`config.mk`:
```
export PLATFORM = sky130hd
export DESIGN_NAME = ccd_clocking_sequencer
export DESIGN_NICKNAME = d
export VERILOG_FILES = /design/src/shared/ccd_pkg.sv /design/src/hdl/ccd_clocking_sequencer.sv /design/src/hdl/ccd_fifo.sv
export VERILOG_INCLUDE_DIRS = /design/src /design/src/shared
export SDC_FILE = /design/constraint.sdc
export NUM_CORES = 1
export LEC_CHECK = 0
export ABC_AREA = 1
export BUFFER_PORTS_ARGS = -buffer_cell sky130_fd_sc_hd__buf_2
export CAP_MARGIN = 20
export CORE_AREA = 2 2 267 269
export CTS_CLUSTER_DIAMETER = 30
export DETAILED_ROUTE_END_ITERATION = 7
export DIE_AREA = 0 0 269 271
export SETUP_SLACK_MARGIN = 0.3
export SYNTH_ARGS = -nofsm -noshare
export SYNTH_HDL_FRONTEND = slang
export SYNTH_SLANG_ARGS = --single-unit
```
`constraint.sdc`:
```
create_clock -name MCLK -period 3.6 [get_ports MCLK]
set_input_delay 0.9 -clock MCLK [delete_from_list [all_inputs] [get_ports MCLK]]
set_output_delay 0.9 -clock MCLK [all_outputs]
set_load 0.02 [all_outputs]
```
`src/shared/ccd_params.svh`:
```
// Timing counts and geometry constants for the sensor clock sequencer
`ifndef CCD_PARAMS_SVH
`define CCD_PARAMS_SVH
`define DUMMY_PIX 16'h0014
`define DARK_PIX 16'h001C
`define BUFFER_PIX 16'h0010
`define BLUE_BUF_PIX 16'h0004
`define TEST_COLS 16'h0002
`define DARK_LINES_START 16'h001D
`define DARK_LINES_END 16'h001A
`define LINE_PIX_DEF 16'h1038
`define FRAME_LINES_DEF 16'h1844
`define SETTLE_NS 32'd10000
`define CLK_NS 32'd100
`define SETTLE_CYC ((`SETTLE_NS + `CLK_NS - 32'd1) / `CLK_NS)
`define PURGE_CYC 16'h0008
`define VPHASE_CYC 16'h0004
`endif

```
`src/shared/ccd_pkg.sv`:
```
// Types for the sensor clock sequencer
package ccd_pkg;
    typedef enum logic [3:0] {
        ST_IDLE = 4'b0000,
        ST_FL_V2 = 4'b0001,
        ST_FL_PG = 4'b0010,
        ST_FL_V2LO = 4'b0011,
        ST_FL_SET = 4'b0100,
        ST_INT = 4'b0101,
        ST_V1 = 4'b0110,
        ST_V2 = 4'b0111,
        ST_V2F = 4'b1000,
        ST_XFER = 4'b1001,
        ST_HPIX = 4'b1010,
        ST_RST = 4'b1011
    } seq_e;
    typedef enum logic [1:0] {
        RG_DUMMY = 2'b00,
        RG_DARK = 2'b01,
        RG_BUFFER = 2'b10,
        RG_ACTIVE = 2'b11
    } region_e;
endpackage : ccd_pkg

```
`src/hdl/ccd_clocking_sequencer.sv`:
```
// Camera-side clock sequencer driving the full-frame sensor phase pins
// Behaviour
// Both vertical phases held low, no toggling, during integration.
// Line moves to horizontal register on vertical two fall; phase one A high.
// Parallel split shifts line through transfer gate into B; split reads at once.
// Each line splits at midpoint; left and right halves read on separate outputs; only the left output (SAMPLE_LEFT) is sampled here.
// Each last-gate falling edge delivers one pixel to the sampler.
// Flush raises vertical two with one low; purge or dump only while two high.
// Flush done only after vertical two low plus settling; then exposure.
// Fast dump row drained through the separate dump gate.
// After sampling a pixel, reset gate pulses before next packet.
// Twenty leading dummy pixels excluded from dark reference.
// Sixteen buffer pixels between active area and dark reference.
// Colour parts: first four buffer columns blue, then Bayer order.
// Two test columns per output and one test row, test only.
// Lower output level means brighter pixel; sample is inverted.
// 28 dark pixels per line; 29 leading, 26 trailing dark lines.
// Programmable pixel and line counters sequence clocks and flag regions.
`timescale 1ns/1ps
`include "ccd_params.svh"
module ccd_clocking_sequencer #(
    parameter int WIDTH = 16,
    parameter int DEPTH = 32,
    parameter logic [31:0] SETTLE = `SETTLE_CYC
) (
    input wire logic MCLK,
    input wire logic RESET,
    input wire logic START,
    input wire logic PARALLEL,
    input wire logic [31:0] INT_CYCLES,
    input wire logic [15:0] LINE_PIX,
    input wire logic [15:0] FRAME_LINES,
    input wire logic [WIDTH-1:0] SAMPLE_LEFT,
    input wire logic SAMPLE_VALID,
    output logic VERTICAL_PHASE_ONE,
    output logic VERTICAL_PHASE_TWO,
    output logic HORIZ_PHASE_ONE_A,
    output logic HORIZ_PHASE_ONE_B,
    output logic HORIZ_PHASE_TWO,
    output logic LAST_HORIZONTAL_GATE,
    output logic HORIZONTAL_TRANSFER_GATE,
    output logic PULSE_PURGE_GATE,
    output logic FAST_DUMP_GATE,
    output logic FLOATING_NODE_RESET,
    output logic PIXEL_STROBE,
    output logic [1:0] REGION,
    output logic DARK_LINE,
    output logic BUSY,
    output logic [WIDTH-1:0] PIX_DATA,
    output logic PIX_VALID,
    input wire logic PIX_READY
);
    ccd_pkg::seq_e st_q, st_d;
    logic [31:0] tmr_q, tmr_d;
    logic [15:0] pix_q, pix_d, line_q, line_d;
    logic v1_q, v1_d, v2_q, v2_d, h1_q, h1_d, xg_q, xg_d, pg_q, pg_d, fd_q, fd_d;
    logic rg_q, rg_d;
    logic pend_q, pend_d;
    logic [1:0] reg_q, reg_d;
    logic dl_q, dl_d;
    logic fifo_ready;
    logic [15:0] half;

    function automatic logic [1:0] region_of(input logic [15:0] p);
        if (p < `DUMMY_PIX) begin
            region_of = ccd_pkg::RG_DUMMY;
        end else if (p < `DUMMY_PIX + `DARK_PIX) begin
            region_of = ccd_pkg::RG_DARK;
        end else if (p < `DUMMY_PIX + `DARK_PIX + `BUFFER_PIX) begin
            region_of = ccd_pkg::RG_BUFFER;
        end else begin
            region_of = ccd_pkg::RG_ACTIVE;
        end
    endfunction : region_of

    // Each output sees half of a line
    assign half = {1'b0, LINE_PIX[15:1]};

    always_comb begin
        st_d = st_q;
        tmr_d = tmr_q;
        pix_d = pix_q;
        line_d = line_q;
        v1_d = v1_q;
        v2_d = v2_q;
        h1_d = h1_q;
        xg_d = 1'b0;
        pg_d = 1'b0;
        fd_d = 1'b0;
        rg_d = 1'b0;
        reg_d = reg_q;
        dl_d = dl_q;
        pend_d = pend_q;
        // Front end answers a pixel late, so the FIFO count alone lags by one sample
        if (SAMPLE_VALID) begin
            pend_d = 1'b0;
        end
        case (st_q)
            ccd_pkg::ST_IDLE: begin
                v1_d = 1'b0;
                v2_d = 1'b0;
                if (START) begin
                    st_d = ccd_pkg::ST_FL_V2;
                    v2_d = 1'b1;
                    tmr_d = 32'(`VPHASE_CYC);
                end
            end
            ccd_pkg::ST_FL_V2: begin
                if (tmr_q == 32'h0000_0001) begin
                    st_d = ccd_pkg::ST_FL_PG;
                    tmr_d = 32'(`PURGE_CYC);
                end else begin
                    tmr_d = tmr_q - 32'h0000_0001;
                end
            end
            ccd_pkg::ST_FL_PG: begin
                pg_d = (tmr_q != 32'h0000_0001) && v2_q;
                fd_d = (tmr_q != 32'h0000_0001) && v2_q;
                if (tmr_q == 32'h0000_0001) begin
                    st_d = ccd_pkg::ST_FL_V2LO;
                end else begin
                    tmr_d = tmr_q - 32'h0000_0001;
                end
            end
            ccd_pkg::ST_FL_V2LO: begin
                v2_d = 1'b0;
                st_d = ccd_pkg::ST_FL_SET;
                tmr_d = SETTLE;
            end
            ccd_pkg::ST_FL_SET: begin
                if (tmr_q <= 32'h0000_0001) begin
                    st_d = ccd_pkg::ST_INT;
                    tmr_d = (INT_CYCLES == '0) ? 32'h0000_0001 : INT_CYCLES;
                end else begin
                    tmr_d = tmr_q - 32'h0000_0001;
                end
            end
            ccd_pkg::ST_INT: begin
                v1_d = 1'b0;
                v2_d = 1'b0;
                if (tmr_q == 32'h0000_0001) begin
                    st_d = ccd_pkg::ST_V1;
                    line_d = '0;
                end else begin
                    tmr_d = tmr_q - 32'h0000_0001;
                end
            end
            ccd_pkg::ST_V1: begin
                v1_d = 1'b1;
                h1_d = 1'b1;
                st_d = ccd_pkg::ST_V2;
                dl_d = (line_q < `DARK_LINES_START) ||
                       (line_q + `DARK_LINES_END >= FRAME_LINES);
            end
            ccd_pkg::ST_V2: begin
                v1_d = 1'b0;
                v2_d = 1'b1;
                st_d = ccd_pkg::ST_V2F;
            end
            ccd_pkg::ST_V2F: begin
                v2_d = 1'b0;
                pix_d = '0;
                // Parallel split passes the line to B through the transfer gate; B is then read at once
                st_d = PARALLEL ? ccd_pkg::ST_XFER : ccd_pkg::ST_HPIX;
            end
            ccd_pkg::ST_XFER: begin
                xg_d = 1'b1;
                st_d = ccd_pkg::ST_HPIX;
            end
            ccd_pkg::ST_HPIX: begin
                // Stall while the sample buffer is full so no pixel is lost
                // Limitation: a front end that never answers stalls the line
                if (fifo_ready && !pend_q) begin
                    h1_d = 1'b0;
                    pend_d = 1'b1;
                    reg_d = region_of(pix_q);
                    st_d = ccd_pkg::ST_RST;
                end
            end
            ccd_pkg::ST_RST: begin
                h1_d = 1'b1;
                rg_d = 1'b1;
                if (pix_q + 16'h0001 >= half) begin
                    line_d = line_q + 16'h0001;
                    st_d = (line_q + 16'h0001 >= FRAME_LINES) ?
                           ccd_pkg::ST_IDLE : ccd_pkg::ST_V1;
                end else begin
                    pix_d = pix_q + 16'h0001;
                    st_d = ccd_pkg::ST_HPIX;
                end
            end
            default: st_d = ccd_pkg::ST_IDLE;
        endcase
    end

    always_ff @(posedge MCLK) begin
        if (RESET) begin
            st_q <= ccd_pkg::ST_IDLE;
            tmr_q <= '0;
            pix_q <= '0;
            line_q <= '0;
            v1_q <= 1'b0;
            v2_q <= 1'b0;
            h1_q <= 1'b1;
            xg_q <= 1'b0;
            pg_q <= 1'b0;
            fd_q <= 1'b0;
            rg_q <= 1'b0;
            reg_q <= ccd_pkg::RG_DUMMY;
            dl_q <= 1'b0;
            pend_q <= 1'b0;
        end else begin
            st_q <= st_d;
            tmr_q <= tmr_d;
            pix_q <= pix_d;
            line_q <= line_d;
            v1_q <= v1_d;
            v2_q <= v2_d;
            h1_q <= h1_d;
            xg_q <= xg_d;
            pg_q <= pg_d;
            fd_q <= fd_d;
            rg_q <= rg_d;
            reg_q <= reg_d;
            dl_q <= dl_d;
            pend_q <= pend_d;
        end
    end

    assign VERTICAL_PHASE_ONE = v1_q;
    assign VERTICAL_PHASE_TWO = v2_q;
    assign HORIZ_PHASE_ONE_A = h1_q;
    assign HORIZ_PHASE_ONE_B = h1_q;
    assign HORIZ_PHASE_TWO = ~h1_q;
    assign LAST_HORIZONTAL_GATE = h1_q;
    assign HORIZONTAL_TRANSFER_GATE = xg_q;
    assign PULSE_PURGE_GATE = pg_q;
    assign FAST_DUMP_GATE = fd_q;
    assign FLOATING_NODE_RESET = rg_q;
    assign PIXEL_STROBE = (st_q == ccd_pkg::ST_RST);
    assign REGION = reg_q;
    assign DARK_LINE = dl_q;
    assign BUSY = (st_q != ccd_pkg::ST_IDLE);

    ccd_fifo #(.WIDTH(WIDTH), .DEPTH(DEPTH)) u_fifo (
        .clk(MCLK),
        .rst(RESET),
        .in_data(~SAMPLE_LEFT),
        .in_valid(SAMPLE_VALID),
        .in_ready(fifo_ready),
        .out_data(PIX_DATA),
        .out_valid(PIX_VALID),
        .out_ready(PIX_READY)
    );

    a_int_vert_low: assert property (@(posedge MCLK) disable iff (RESET)
        st_q == ccd_pkg::ST_INT |-> !v1_q && !v2_q)
        else $error("vertical phase active in integration");
    a_xfer_h1_high: assert property (@(posedge MCLK) disable iff (RESET)
        $fell(v2_q) && st_q != ccd_pkg::ST_FL_SET |-> h1_q)
        else $error("phase one A low at line transfer");
    a_purge_v2_high: assert property (@(posedge MCLK) disable iff (RESET)
        pg_q || fd_q |-> v2_q && !v1_q)
        else $error("purge without vertical two high");
    a_settle_wait: assert property (@(posedge MCLK) disable iff (RESET)
        st_q == ccd_pkg::ST_FL_V2LO |=> !v2_q [*2])
        else $error("settle not started with vertical two low");
    a_reset_after_pix: assert property (@(posedge MCLK) disable iff (RESET)
        $fell(h1_q) |=> rg_q)
        else $error("reset gate missing after pixel");
    a_xg_parallel: assert property (@(posedge MCLK) disable iff (RESET)
        xg_q |-> $past(st_q) == ccd_pkg::ST_XFER)
        else $error("transfer gate outside parallel step");
    a_strobe_pix: assert property (@(posedge MCLK) disable iff (RESET)
        PIXEL_STROBE |-> $past(h1_q) && !h1_q)
        else $error("strobe without last gate fall");
    a_dummy_region: assert property (@(posedge MCLK) disable iff (RESET)
        st_q == ccd_pkg::ST_RST && pix_q < `DUMMY_PIX |-> reg_q == ccd_pkg::RG_DUMMY)
        else $error("dummy pixel not flagged");
    a_sample_room: assert property (@(posedge MCLK) disable iff (RESET)
        SAMPLE_VALID |-> fifo_ready)
        else $error("sample arrived with buffer full");
endmodule : ccd_clocking_sequencer

```
`src/hdl/ccd_fifo.sv`:
```
// Flip-flop FIFO with valid and ready on both sides
`timescale 1ns/1ps
module ccd_fifo #(
    parameter int WIDTH = 16,
    parameter int DEPTH = 32
) (
    input wire logic clk,
    input wire logic rst,
    input wire logic [WIDTH-1:0] in_data,
    input wire logic in_valid,
    output logic in_ready,
    output logic [WIDTH-1:0] out_data,
    output logic out_valid,
    input wire logic out_ready
);
    localparam int AW = $clog2(DEPTH);
    logic [WIDTH-1:0] mem_q [DEPTH];
    logic [AW-1:0] wp_q, wp_d, rp_q, rp_d;
    logic [AW:0] cnt_q, cnt_d;
    logic wr, rd;
    always_comb begin
        in_ready = (cnt_q != DEPTH[AW:0]);
        out_valid = (cnt_q != '0);
        out_data = mem_q[rp_q];
        wr = in_valid && in_ready;
        rd = out_valid && out_ready;
        wp_d = wr ? wp_q + 1'b1 : wp_q;
        rp_d = rd ? rp_q + 1'b1 : rp_q;
        cnt_d = cnt_q + {{AW{1'b0}}, wr} - {{AW{1'b0}}, rd};
    end
    always_ff @(posedge clk) begin
        if (rst) begin
            wp_q <= '0;
            rp_q <= '0;
            cnt_q <= '0;
        end else begin
            wp_q <= wp_d;
            rp_q <= rp_d;
            cnt_q <= cnt_d;
        end
        if (wr) begin
            mem_q[wp_q] <= in_data;
        end
    end
endmodule : ccd_fifo

```
== Yosys cells after proc, flatten, opt, wreduce, memory -nomap -nowiden ==
Memories as Yosys holds them, arrays and structs flattened. A register that Yosys moved wholly into a read port is not among the register bits.
Index checks and enable logic that the tools add are counted.

* Add/subtract/negate cells: 8
* Order comparisons: 8
* Equal/unequal tests: 23
* Muxes and demuxes: 38
* Bitwise operators: 3
* Reduce and logical (&&, ||, !) cells: 27

{| class="wikitable"
|+ Operator list
! kind !! number
|-
| two-way mux 32 bit || 5
|-
| case mux 32 bit (5 select lines) || 1
|-
| case mux 16 bit (2 select lines) || 2
|-
| two-way mux 16 bit || 3
|-
| case mux 4 bit (12 select lines) || 1
|-
| adder 16 x 1 -> 16 bit, second input constant || 2
|-
| == test 32 x 1 -> 1 bit, second input constant || 1
|-
| greater-or-equal comparator 16 bit || 2
|-
| less-or-equal comparator 32 x 1 -> 1 bit, second input constant || 1
|-
| logical NOT 32 bit || 1
|-
| < comparator 16 x 5 -> 1 bit, second input constant || 2
|-
| inequality test 32 x 1 -> 1 bit, second input constant || 1
|-
| subtractor 32 x 1 -> 32 bit, second input constant || 1
|-
| two-way mux 4 bit || 7
|-
| adder 16 x 5 -> 16 bit, second input constant || 1
|-
| == test 4 x 3 -> 1 bit, second input constant || 4
|-
| == test 4 bit, second input constant || 4
|-
| greater-or-equal comparator 16 x 15 -> 1 bit || 1
|-
| < comparator 16 x 6 -> 1 bit, second input constant || 1
|-
| < comparator 16 x 7 -> 1 bit, second input constant || 1
|-
| inequality test 2 bit, second input constant || 8
|-
| inverter 16 bit || 1
|-
| adder 5 x 1 -> 5 bit, second input constant || 2
|-
| two-way mux 1 bit || 10
|-
| 26 further kinds || 44
|}

* Flip-flop bits (word level): 94
* Bits in writable memories: 512
* Output and inout bits: 32
* Memories: 1

{| class="wikitable"
|+ Memory list
! memory !! words !! width !! rd ports !! clocked after Yosys merged registers in !! write ports !! RTL line !! source
|-
| u_fifo.mem_q || 32 || 16 || 1 || 1 || 1 || ccd_fifo.sv:17 || <nowiki>logic [WIDTH-1:0] mem_q [DEPTH];</nowiki>
|}

== Logic depth before layout (Yosys ltp) ==
Gate-level depths: netlist of the first run.

* Depth after elaboration: 5
* Gate-level depth with buffers: 22
* Mapped depth without buffers: 21

== By module ==
Synthesis of the first run repeated with hierarchy kept, for this count alone.

* Cell total of the unflattened synthesis: 3035
* Area, all modules: 28980.3 um2

{| class="wikitable"
|+ By module, submodules not included
! module !! times used !! cells an instance !! area an instance (um2) !! seq. area each (um2)
|-
| ccd_fifo || 1 || 1895 || 21911.0 || 15795.1
|-
| ccd_clocking_sequencer || 1 || 1140 || 7069.3 || 1561.5
|}

== Worst setup path after synthesis of the first run ==
Ideal clock, no wire load.

* Path type: register to register
* Start: register pix_q[0]
* End: register pix_q[11]
* Data arrival time: 2.730 ns
* Setup slack: 0.757 ns
* Cell stages (with the launch flop): 19
* Path buffers: 1
* Clock period less this slack: 2.843 ns
* Cell sequence: dfxtp_1 -> ha_1 -> nand3_1 -> nor2_1 -> nand2_1 -> inv_1 -> nand3_1 -> nor2_1 -> nand3_1 -> and2_1 -> ha_1 -> nand3_1 -> nor3_1 -> nand4_1 -> nand4_4 -> nand2_4 -> buf_4 -> nor2_1 -> nor2_1

* Cells in the longest elaborated chain, start to end: 4

{| class="wikitable"
|+ RTL lines
! element !! RTL line !! source
|-
| start, declared || ccd_clocking_sequencer.sv:55 || <nowiki>logic [15:0] pix_q, pix_d, line_q, line_d;</nowiki>
|-
| start signal, assigned || ccd_clocking_sequencer.sv:215 || <nowiki>pix_q <= pix_d;</nowiki>
|-
| adder 16 x 1 -> 16 bit * || ccd_clocking_sequencer.sv:183, ccd_clocking_sequencer.sv:188 ||
|-
| greater-or-equal comparator 16 x 15 -> 1 bit || ccd_clocking_sequencer.sv:183 || <nowiki>if (pix_q + 16'h0001 >= half) begin</nowiki>
|-
| inequality test 2 bit (no source line) || -- ||
|-
| AND reduction 2 bit (no source line) || -- ||
|}

Mark *: on every way between the ends. The rest lies on a longest branch, timed or not. The select of a mux whose other input is x is not followed.
A chain may end at the register's enable or synchronous reset.

==> results of run 1 <==
## routing by layer
layer	GRT usage	wire length (um)	up-vias
met4	0.0658	1810	0
met1	0.283	33600	10500
met3	0.0328	5450	120
met2	0.369	39700	875
li1	-	-	10100
met5	0	0	-
## cells in the final DEF, fill, tap and decap left out, types with 35 or more instances in the layout
| cell type | instances |
|---|---|
| xor2_1 | 35 |
| nand3_1 | 100 |
| dfxtp_1 | 95 |
| o221ai_1 | 75 |
| o22ai_1 | 42 |
| nor2_1 | 471 |
| edfxtp_1 | 512 |
| clkbuf_16 | 122 |
| o21ai_0 | 271 |
| ha_1 | 66 |
| o21ai_1 | 39 |
| buf_4 | 81 |
| nand2_1 | 348 |
| buf_2 | 102 |
| inv_1 | 169 |
| a21oi_1 | 93 |
## flip-flops by register name (all words and copies together) (netlist names), named ones only
register	count
u_fifo.cnt_q	6
st_q	4
VERTICAL_PHASE_ONE	1
u_fifo.wp_q	5
VERTICAL_PHASE_TWO	1
DARK_LINE	1
u_fifo.mem_q	512
REGION	2
pend_q	1
line_q	16
HORIZONTAL_TRANSFER_GATE	1
pix_q	16
FLOATING_NODE_RESET	1
FAST_DUMP_GATE	1
HORIZ_PHASE_ONE_A	1
tmr_q	32
u_fifo.rp_q	5
## cell usage after synthesis, drive strengths merged, types with 2 or more instances
cell type and count:
edfxtp 512, nor2 504, nand2 360, o21ai 324
inv 181, clkbuf 112, nand3 109, a21oi 100
dfxtp 99, o221ai 84, ha 67, o22ai 44
xor2 35, nand4 33, buf 30, a31oi 22
xnor2 18, nor3 17, nor4 9, o21bai 5
a22oi 4, nor3b 4, or2 4, a21o 3
nand3b 3, o211ai 3, and2 2, o21a 2
## area by class of cell
type,instances,area share
Inverter,182,0.0203
Timing Repair Buffer,252,0.0730
Multi-Input combinational cell,1762,0.267
Clock buffer,134,0.0858
Tap cell,940,0.0331
Clock inverter,90,0.0315
Timing Repair inverter,3,0.000949
Sequential cell,611,0.488
## worst min-delay path: stages (launching register included)
cell and delay, ns:
dfxtp_1 0.31, inv_1 0.05, a21oi_1 0.05
## power breakdown
group	internal, mW	leakage, nW	switching [mW]
sequential	7.96	5.42	0.257
combinational	2.91	5.98	4.85
clock	7.42	2.01	3.83
total	18.3	13.4	8.94
## through the flow
stage                     total power, mW  utilization  cells  worst slack (ns)  hold slack, ns
final                                27.2        0.510   3974            0.0384           0.465
after global routing                 28.5        0.510   3974           -0.0380           0.484
after CTS                            27.1        0.503   3957            0.0571           0.466
after detailed placement             14.9        0.426   3686             0.252           0.460
after global placement               14.7        0.426   3686             0.370           0.458
after floorplan                      13.1            -   2695             0.757           0.444
## what timing repair did
item,CTS,global route
setup endpoints to repair,35,51
buffers inserted,24,9
endpoints found under the hold margin,0,0
hold buffers,0,0
cloned,23,8
pin swaps,47,67
gates resized for setup,118,90
## logic make-up (layout without fill, tap and decap cells)
kind of cell	after synthesis	in the layout	share of synthesized area
DFF	611	611	0.624
and+or+nand+nor	1047	1049	0.158
AOI/OAI and AO/OA	592	592	0.123
adders and majority gates	68	68	0.0309
buffers and inverters	324	661	0.0468
xor gates and xnor gates	53	53	0.0167
## final timing paths
path                   from      endpoint  depth (start not counted)
setup reg to reg   pix_q[1]    line_q[14]                         20
setup / recovery   register  PIX_DATA[12]                         11
hold / removal    REGION[1]     REGION[1]                          2
hold reg to reg   REGION[1]     REGION[1]                          2
==> results.json, run 1 <==
{
  "wl_per_cell_um": 20.3,
  "status": "complete, no violations",
  "ctsLongestPathBuffers": 3,
  "final.min_clock_period_ns": 3.56,
  "yosys_warnings": 0,
  "required_ns": 2.70,
  "end_kind": "output pin",
  "yosysTopAreaCell": "edfxtp_1",
  "dp_hpwl_um": 44100,
  "finalClockSkew_ns": 0.0819,
  "row_count": 97,
  "port-buffer-count": 116,
  "final_nets": 3084,
  "track_usage": 0.216,
  "crit_top_cell": "buf_4",
  "finalSetupTns_ns": 0,
  "drtAntennaViolNets": 0,
  "root_buffer": "clkbuf_16",
  "yosysTopAreaCellShare": 0.553,
  "area_growth_pct": 28.0,
  "antenna_found_initial": 0,
  "grt_pass1_vias": 21300,
  "num_vias": 21500,
  "place_area_mm2": 0.0297,
  "synth-edff-count": 512,
  "fin_area_mm2": 0.0356,
  "syn_nets": 2849,
  "die_h_um": 271,
  "synth_area_mm2": 0.0278,
  "vias_per_cell": 5.42,
  "gp_congestion": 0.882,
  "hp-class": "register to register",
  "overflow": 0,
  "synth.avg_cell_area_um2": 10.3,
  "slew_violations": 0,
  "cts_max_level": 3,
  "multi_input_area_mm2": 0.00951,
  "max_cap_viol_count": 0,
  "worst_path_largest_cell_delay_ns": 0.36,
  "hold_viol_final": 0,
  "layout-drive-gt1-share": 0.191,
  "drc": 0,
  "yosysSeqAreaShare": 0.624,
  "worst-path-buf-inv": 5,
  "r2r_slack_ns": 0.46,
  "crit_fanout": 12,
  "crit_path_start_kind": "register",
  "slew_headroom": 0.258,
  "ys_seq_elements": 611,
  "slowest_stage": "dfxtp_4",
  "die_area_mm2": 0.0729,
  "crit_chain": "buf_12 -> inv_16 -> buf_8 -> o21ai_0 -> o221ai_1 -> nand3_1 -> o21ai_1 -> buf_4 -> nor2_2 -> a31oi_1 -> buf_4",
  "cts.sinks": 611,
  "chipWidth_um": 269,
  "io-pin-count": 118,
  "diodes": 0,
  "clock_latency_ns": 0.69,
  "cts_tree": "yes",
  "first_iter_violations": 2125,
  "period_share": 0.989,
  "async_flop_share": 0,
  "cellLeakagePower_nw": 13.4,
  "worst_pin_slew_ns": 1.11,
  "path_clk_slew_ns": 0.04,
  "wl_um": 80600,
  "core_mm2": 0.0698,
  "first_pass_iters": 7,
  "max_freq_mhz": 281,
  "rsz0062_at_grt": "yes",
  "synthCells": 2695,
  "cts_made_buffers": 118,
  "grt_pass1_wl_um": 121000,
  "grt_max_degree": 65,
  "synth_cell_type_count": 49,
  "synthTopCellsByArea": "edfxtp_1 (55%), dfxtp_1 (7.1%), nor2_1 (6.6%)",
  "max-vdd-ir-drop_v": 0.000543,
  "cp.arrival_ns": 2.66,
  "powerDensity_mw_per_mm2": 765,
  "path_delay_family": "buffers and inverters",
  "synth_top_flop_cell": "edfxtp_1",
  "initial_core_util": 0.398,
  "seq_area_mm2": 0.0174,
  "fillers": 6075,
  "worstSetupPathType": "register to output pin",
  "setup_violations": 0
}
No activity file was read; power rests on OpenSTA's default activity.
==> run 2: changes to the inputs <==
- ABC_AREA: 1 -> unset
- CORE_AREA: 2 2 267 269 -> 2 2 262 264
- DIE_AREA: 0 0 269 271 -> 0 0 264 266
- SLEW_MARGIN: unset -> 0
==> run 2 against run 1 <==
  * The flow now finishes with violations (setup timing)
  * Flip-flop and latch count unchanged
  * Synthesized cell count decreased by 37%
  * Maximum frequency decreased by 8.1%
  * Critical path depth decreased by 3
  * Cell area decreased by 5.0%
  * Critical endpoint is now PIX_DATA[9]
  * Clock skew decreased by 0.051 ns
  * Total power decreased by 8.0%
==> results.json, run 2 <==
{
  "synth.avg_cell_area_um2": 15.7,
  "ctsLongestPathBuffers": 3,
  "yosysSeqAreaShare": 0.652,
  "dr_wl_met2_um": 33000,
  "rsz0062_at_grt": "yes",
  "slew_headroom": 0.346,
  "status": "finished, violations left",
  "die_area_mm2": 0.0702,
  "synthTopCellsByArea": "edfxtp_1 (58%), mux4_2 (14%), dfxtp_1 (7.4%)",
  "end_kind": "output pin",
  "p_comb_frac": 0.228,
  "port-buffer-count": 116,
  "route.top_layer_used": "met5",
  "synth_commonest_cells": "edfxtp_1 (512), mux4_2 (160), nor2_1 (122), dfxtp_1 (99), inv_1 (71)",
  "grt_max_degree": 42,
  "hold_buffers": 0,
  "synth_cell_type_count": 76,
  "core_mm2": 0.0677,
  "first_pass_iters": 5,
  "final_cell_mix": "edfxtp_1 (512), mux4_2 (160), clkbuf_16 (118)",
  "failed_checks": "setup timing",
  "overflow": 0,
  "clock_latency_ns": 0.67,
  "syn_nets": 1846,
  "row_count": 96,
  "wl_um": 66900,
  "yosysTopAreaCellShare": 0.577,
  "crit_path_start_kind": "register",
  "p_int_mw": 18.2,
  "hold_viol_final": 0,
  "top_register": "u_fifo.mem_q",
  "yosysMostFrequentCell": "edfxtp_1",
  "wl_per_cell_um": 22.8,
  "synthCells": 1692,
  "initial_core_util": 0.393,
  "place_area_mm2": 0.0289,
  "dp_hpwl_um": 39500,
  "antenna_found_initial": 2,
  "grt_pass1_wl_um": 101000,
  "slew_violations": 0,
  "yosysTopAreaCell": "edfxtp_1",
  "async_flop_share": 0,
  "path_clk_slew_ns": 0.05,
  "cts_max_level": 3,
  "clock_power_share": 0.444,
  "worst-path-buf-inv": 5,
  "chipWidth_um": 264,
  "finalSetupTns_ns": -3.80,
  "io-pin-count": 118,
  "final_common_cell": "edfxtp_1",
  "layout-drive-gt1-share": 0.341,
  "max_freq_mhz": 258,
  "yosys_warnings": 0,
  "synth-edff-count": 512,
  "p_sw_frac": 0.274,
  "powerDensity_mw_per_mm2": 741,
  "required_ns": 2.70,
  "fin_area_mm2": 0.0338,
  "root_buffer": "clkbuf_16",
  "drtAntennaViolNets": 0,
  "final_util": 0.499,
  "final_nets": 2103,
  "slowest_stage": "mux4_2",
  "cts_made_buffers": 114,
  "drc": 0,
  "max_cap_viol_count": 0,
  "drt-met1-wl_um": 27900,
  "worst_pin_slew_ns": 0.981,
  "gp_congestion": 0.860,
  "path_delay_family": "multiplexers",
  "track_usage": 0.190,
  "worstSetupPathType": "register to output pin",
  "period_share": 1.08,
  "synth_top_flop_cell": "edfxtp_1",
  "hp-class": "input port to register",
  "ys_seq_elements": 611,
  "met3_length_um": 4430,
  "diodes": 0,
  "setup_ws_ns": -0.275,
  "crit_fanout": 7,
  "largestRegisters": "u_fifo.mem_q x512, tmr_q x32",
  "vias_per_cell": 5.54,
  "grt_pass1_vias": 16600,
  "first_iter_violations": 1399,
  "largest_register_ffs": 512,
  "final.min_clock_period_ns": 3.88,
  "crit_top_cell": "buf_12",
  "setup_violations": 16,
  "num_vias": 16200,
  "p_seq_frac": 0.328,
  "cellLeakagePower_nw": 11.8,
  "r2r_slack_ns": 0.27,
  "area_growth_pct": 26.9,
  "synth_area_mm2": 0.0266,
  "finalClockSkew_ns": 0.0310,
  "cts.sinks": 611,
  "p_sw_mw": 6.87,
  "die_h_um": 266,
  "cp.arrival_ns": 2.98,
  "cts_tree": "yes",
  "crit_chain": "buf_12 -> buf_12 -> buf_16 -> buf_12 -> mux4_2 -> mux4_2 -> mux2_4 -> buf_6",
  "worst_path_largest_cell_delay_ns": 0.53,
  "max-vdd-ir-drop_v": 0.000487
}
run 2: changes by cell type after synthesis, sizes merged, moves of 17 or more:
cell,previous run,this run
nor2,504,122
nand2,360,59
o21ai,324,56
mux4,0,160
inv,181,72
o221ai,84,2
nand3,109,38
clkbuf,112,59
o22ai,44,2
a21oi,100,65
nor4,9,31
mux2,0,17
nor3,17,34
run 2: worst min-delay path: cells and delay by family:
family                 cells  cell delay [ns]
AO/OA/AOI/OAI              1             0.05
AND/OR/NAND/NOR            1             0.04
buffers and inverters      1             0.09
run 2: cell type report:
cell class / instances / area (um^2)
timing repair buffer: 234 / 2020
fill: 5655 / 34000
multi-input combinational: 914 / 8930
clock buffer: 133 / 3010
inverter: 74 / 278
sequential: 611 / 17400
tap: 882 / 1100
clock inverter: 83 / 1070
run 2: what timing repair did:
action                     in CTS  in global routing
pin swaps                       5                 24
setup endpoints to repair      47                 53
gates resized for setup        50                 62
setup buffers                  16                 12
cloned                          4                  7
run 2: cells by family (layout without fill, tap and decap cells):
kind of cell	count (synthesis)	after routing	share of synthesized area
AO/OA/AOI/OAI	219	219	0.0532
XOR/XNOR	59	59	0.0194
adder cells (fa/ha/maj)	68	68	0.0322
buffers and inverters	167	524	0.0252
flip-flops	611	611	0.652
multiplexers	182	182	0.144
AND/OR/NAND/NOR	386	386	0.0739
run 2: power groups by stage:
stage | clock network (mW) | logic (mW) | registers (mW)
2_1_floorplan | 0 | 3.76 | 8.24
3_3_place_gp | 0 | 5.06 | 8.34
3_5_place_dp | 0 | 5.15 | 8.35
4_1_cts | 11.3 | 5.62 | 8.20
5_1_grt | 11.6 | 6.19 | 8.23
6_report | 11.1 | 5.72 | 8.20
run 2: final timing paths:
check,end,cells after the start,start
setup / recovery,PIX_DATA[9],8,register
hold / removal,tmr_q[12],3,INT_CYCLES[12]
setup reg to reg,line_q[5],16,pix_q[0]
hold reg to reg,tmr_q[30],2,tmr_q[30]
run 2: metrics by stage:
step                      hold slack, ns  setup WS [ns]  power (mW)  std cells
after floorplan                    0.444          0.300        12.0       1692
after global placement             0.460          0.113        13.4       2676
after detailed placement           0.474         0.0557        13.5       2676
after CTS                          0.438         -0.335        25.1       2912
after global routing               0.462         -0.353        26.0       2931
final                              0.473         -0.275        25.0       2931
run 2: routing by layer:
metal | vias to the layer above | track usage
li1 | 7252 | -
met1 | 8254 | 0.250
met2 | 602 | 0.318
met3 | 124 | 0.0378
met4 | 4 | 0.0619
met5 | - | 0
==> run 3: changes to the inputs <==
- clock period: 3.6 -> 4 ns (I/O delays scaled with it)
==> run 3 against run 2 <==
  * The run now ends clean
  * Critical path depth down 1
  * Via count down 0.33%
  * Sequential power is 9.8% lower
  * Clock power is 8% lower
  * Total power fell by 9.0%
  * Sequential share of layout area is 0.25 points higher
  * Hold slack got worse by 0.0012 ns
  * Cell area decreased by 0.56%
  * Clock skew shrank 0.0080 ns
  * Final cell count down 0.92%
  * Utilization fell by 0.28 points
  * Critical path type unchanged
  * Largest cell class unchanged
  * Highest routed layer unchanged
==> results.json, run 3 (synthesis results as in run 2) <==
{
  "first_iter_violations": 1447,
  "layout-drive-gt1-share": 0.319,
  "slew_violations": 0,
  "drtAntennaViolNets": 0,
  "worstSetupPathType": "register to output pin",
  "dp_hpwl_um": 39400,
  "io-pin-count": 118,
  "cts.sinks": 611,
  "end_kind": "output pin",
  "finalClockSkew_ns": 0.0231,
  "grt_pass1_wl_um": 99600,
  "place_area_mm2": 0.0286,
  "required_ns": 3.00,
  "finalSetupTns_ns": 0,
  "final.min_clock_period_ns": 3.97,
  "cellLeakagePower_nw": 11.8,
  "wl_per_cell_um": 22.9,
  "cts_made_buffers": 116,
  "die_area_mm2": 0.0702,
  "hp-class": "register to register",
  "cts_tree": "yes",
  "worstHoldStart": "tmr_q[30]",
  "num_vias": 16200,
  "grt_pass1_vias": 16300,
  "initial_core_util": 0.393,
  "fillers": 5569,
  "hold_buffers": 0,
  "fin_area_mm2": 0.0336,
  "stdcell_count": 2904,
  "row_count": 96,
  "ctsLongestPathBuffers": 3,
  "min_path_cells": 2,
  "crit_fanout": 7,
  "final_common_cell": "edfxtp_1",
  "final_nets": 2078,
  "crit_path_start_kind": "register",
  "drc": 0,
  "hold_viol_final": 0,
  "antenna_found_initial": 4,
  "core_mm2": 0.0677,
  "max_freq_mhz": 252,
  "seq_area_mm2": 0.0174,
  "chipWidth_um": 264,
  "slew_headroom": 0.317,
  "path_clk_slew_ns": 0.05,
  "root_buffer": "clkbuf_16",
  "status": "complete, no violations",
  "max-vdd-ir-drop_v": 0.000384,
  "largest_register_ffs": 512,
  "dp_cells": 2658,
  "first_pass_iters": 5,
  "grt_max_degree": 59,
  "period_share": 0.992,
  "gp_congestion": 0.857,
  "rr_startpoint": "pix_q[3]",
  "worst_pin_slew_ns": 1.02,
  "largestRegisters": "u_fifo.mem_q x512, tmr_q x32",
  "powerDensity_mw_per_mm2": 678,
  "max_cap_viol_count": 0,
  "multi_input_area_mm2": 0.00880,
  "clock_latency_ns": 0.67,
  "vias_per_cell": 5.57,
  "wl_um": 66500,
  "cp.arrival_ns": 2.97,
  "cts_max_level": 3,
  "rsz0062_at_grt": "yes",
  "overflow": 0,
  "port-buffer-count": 116,
  "diodes": 0,
  "track_usage": 0.189,
  "setup_violations": 0,
  "area_growth_pct": 26.2,
  "die_h_um": 266,
  "top_register": "u_fifo.mem_q",
  "final_cell_mix": "edfxtp_1 (512), mux4_2 (160), clkbuf_16 (121)",
  "reg2reg_depth": 13
}
## run 3: cell types whose count changed in the layout (fill, tap and decap cells not counted), moves of 7 or more
cell     change
buf_12       -7
buf_16       +8
buf_4       -17
buf_6        -9
dfxtp_1      +8
dfxtp_2      -7
## run 3: power by group
part / total [mW] / switching [mW] / leakage, nW / internal [mW]
combinational: 5.18 / 2.67 / 4.33 / 2.52
sequential: 7.40 / 0.242 / 5.42 / 7.16
clock: 10.2 / 3.33 / 2.00 / 6.88
## run 3: per-layer routing
metal / part of all wire / GRT usage / wire length, um
met1: 0.43 / 0.255 / 28500
met2: 0.48 / 0.306 / 32000
met3: 0.067 / 0.0420 / 4430
met4: 0.024 / 0.0616 / 1610
met5: 0.00083 / 0 / 55
## run 3: cell type report
| class | count | share of cell area |
|---|---|---|
| clock buffer | 135 | 0.0916 |
| clock inverter | 81 | 0.0328 |
| inverter | 74 | 0.00827 |
| multi-input combinational | 914 | 0.262 |
| sequential | 611 | 0.517 |
| tap | 882 | 0.0328 |
| timing repair buffer | 207 | 0.0558 |
## run 3: what timing repair did
item	4_1_cts	5_1_grt
resized for setup	66	23
setup buffers	12	6
cloned	9	2
setup endpoints to repair	28	48
hold endpoints to repair	0	0
pin swaps	0	3
## run 3: metrics by stage
step | power (mW) | hold slack [ns] | utilization | setup slack, ns
5_1_grt | 23.7 | 0.505 | 0.496 | -0.0634
2_1_floorplan | 10.8 | 0.444 | - | 0.542
3_5_place_dp | 12.0 | 0.468 | 0.422 | 0.273
4_1_cts | 22.9 | 0.476 | 0.493 | -0.00575
3_3_place_gp | 12.0 | 0.460 | 0.422 | 0.319
6_report | 22.8 | 0.472 | 0.496 | 0.0331
## run 3: critical path, stage by stage (launching register included)
cell and delay [ns]:
dfxtp_4 0.37, buf_12 0.16, buf_8 0.15, buf_12 0.13, mux4_2 0.51, mux4_2 0.53
mux2_4 0.32, buf_6 0.14
## run 3: final timing paths
| check | slack [ns] | to |
|---|---|---|
| min | 0.47 | tmr_q[30] |
| max reg2reg | 0.52 | pix_q[3] |
| max | 0.03 | PIX_DATA[0] |
| min reg2reg | 0.47 | tmr_q[30] |
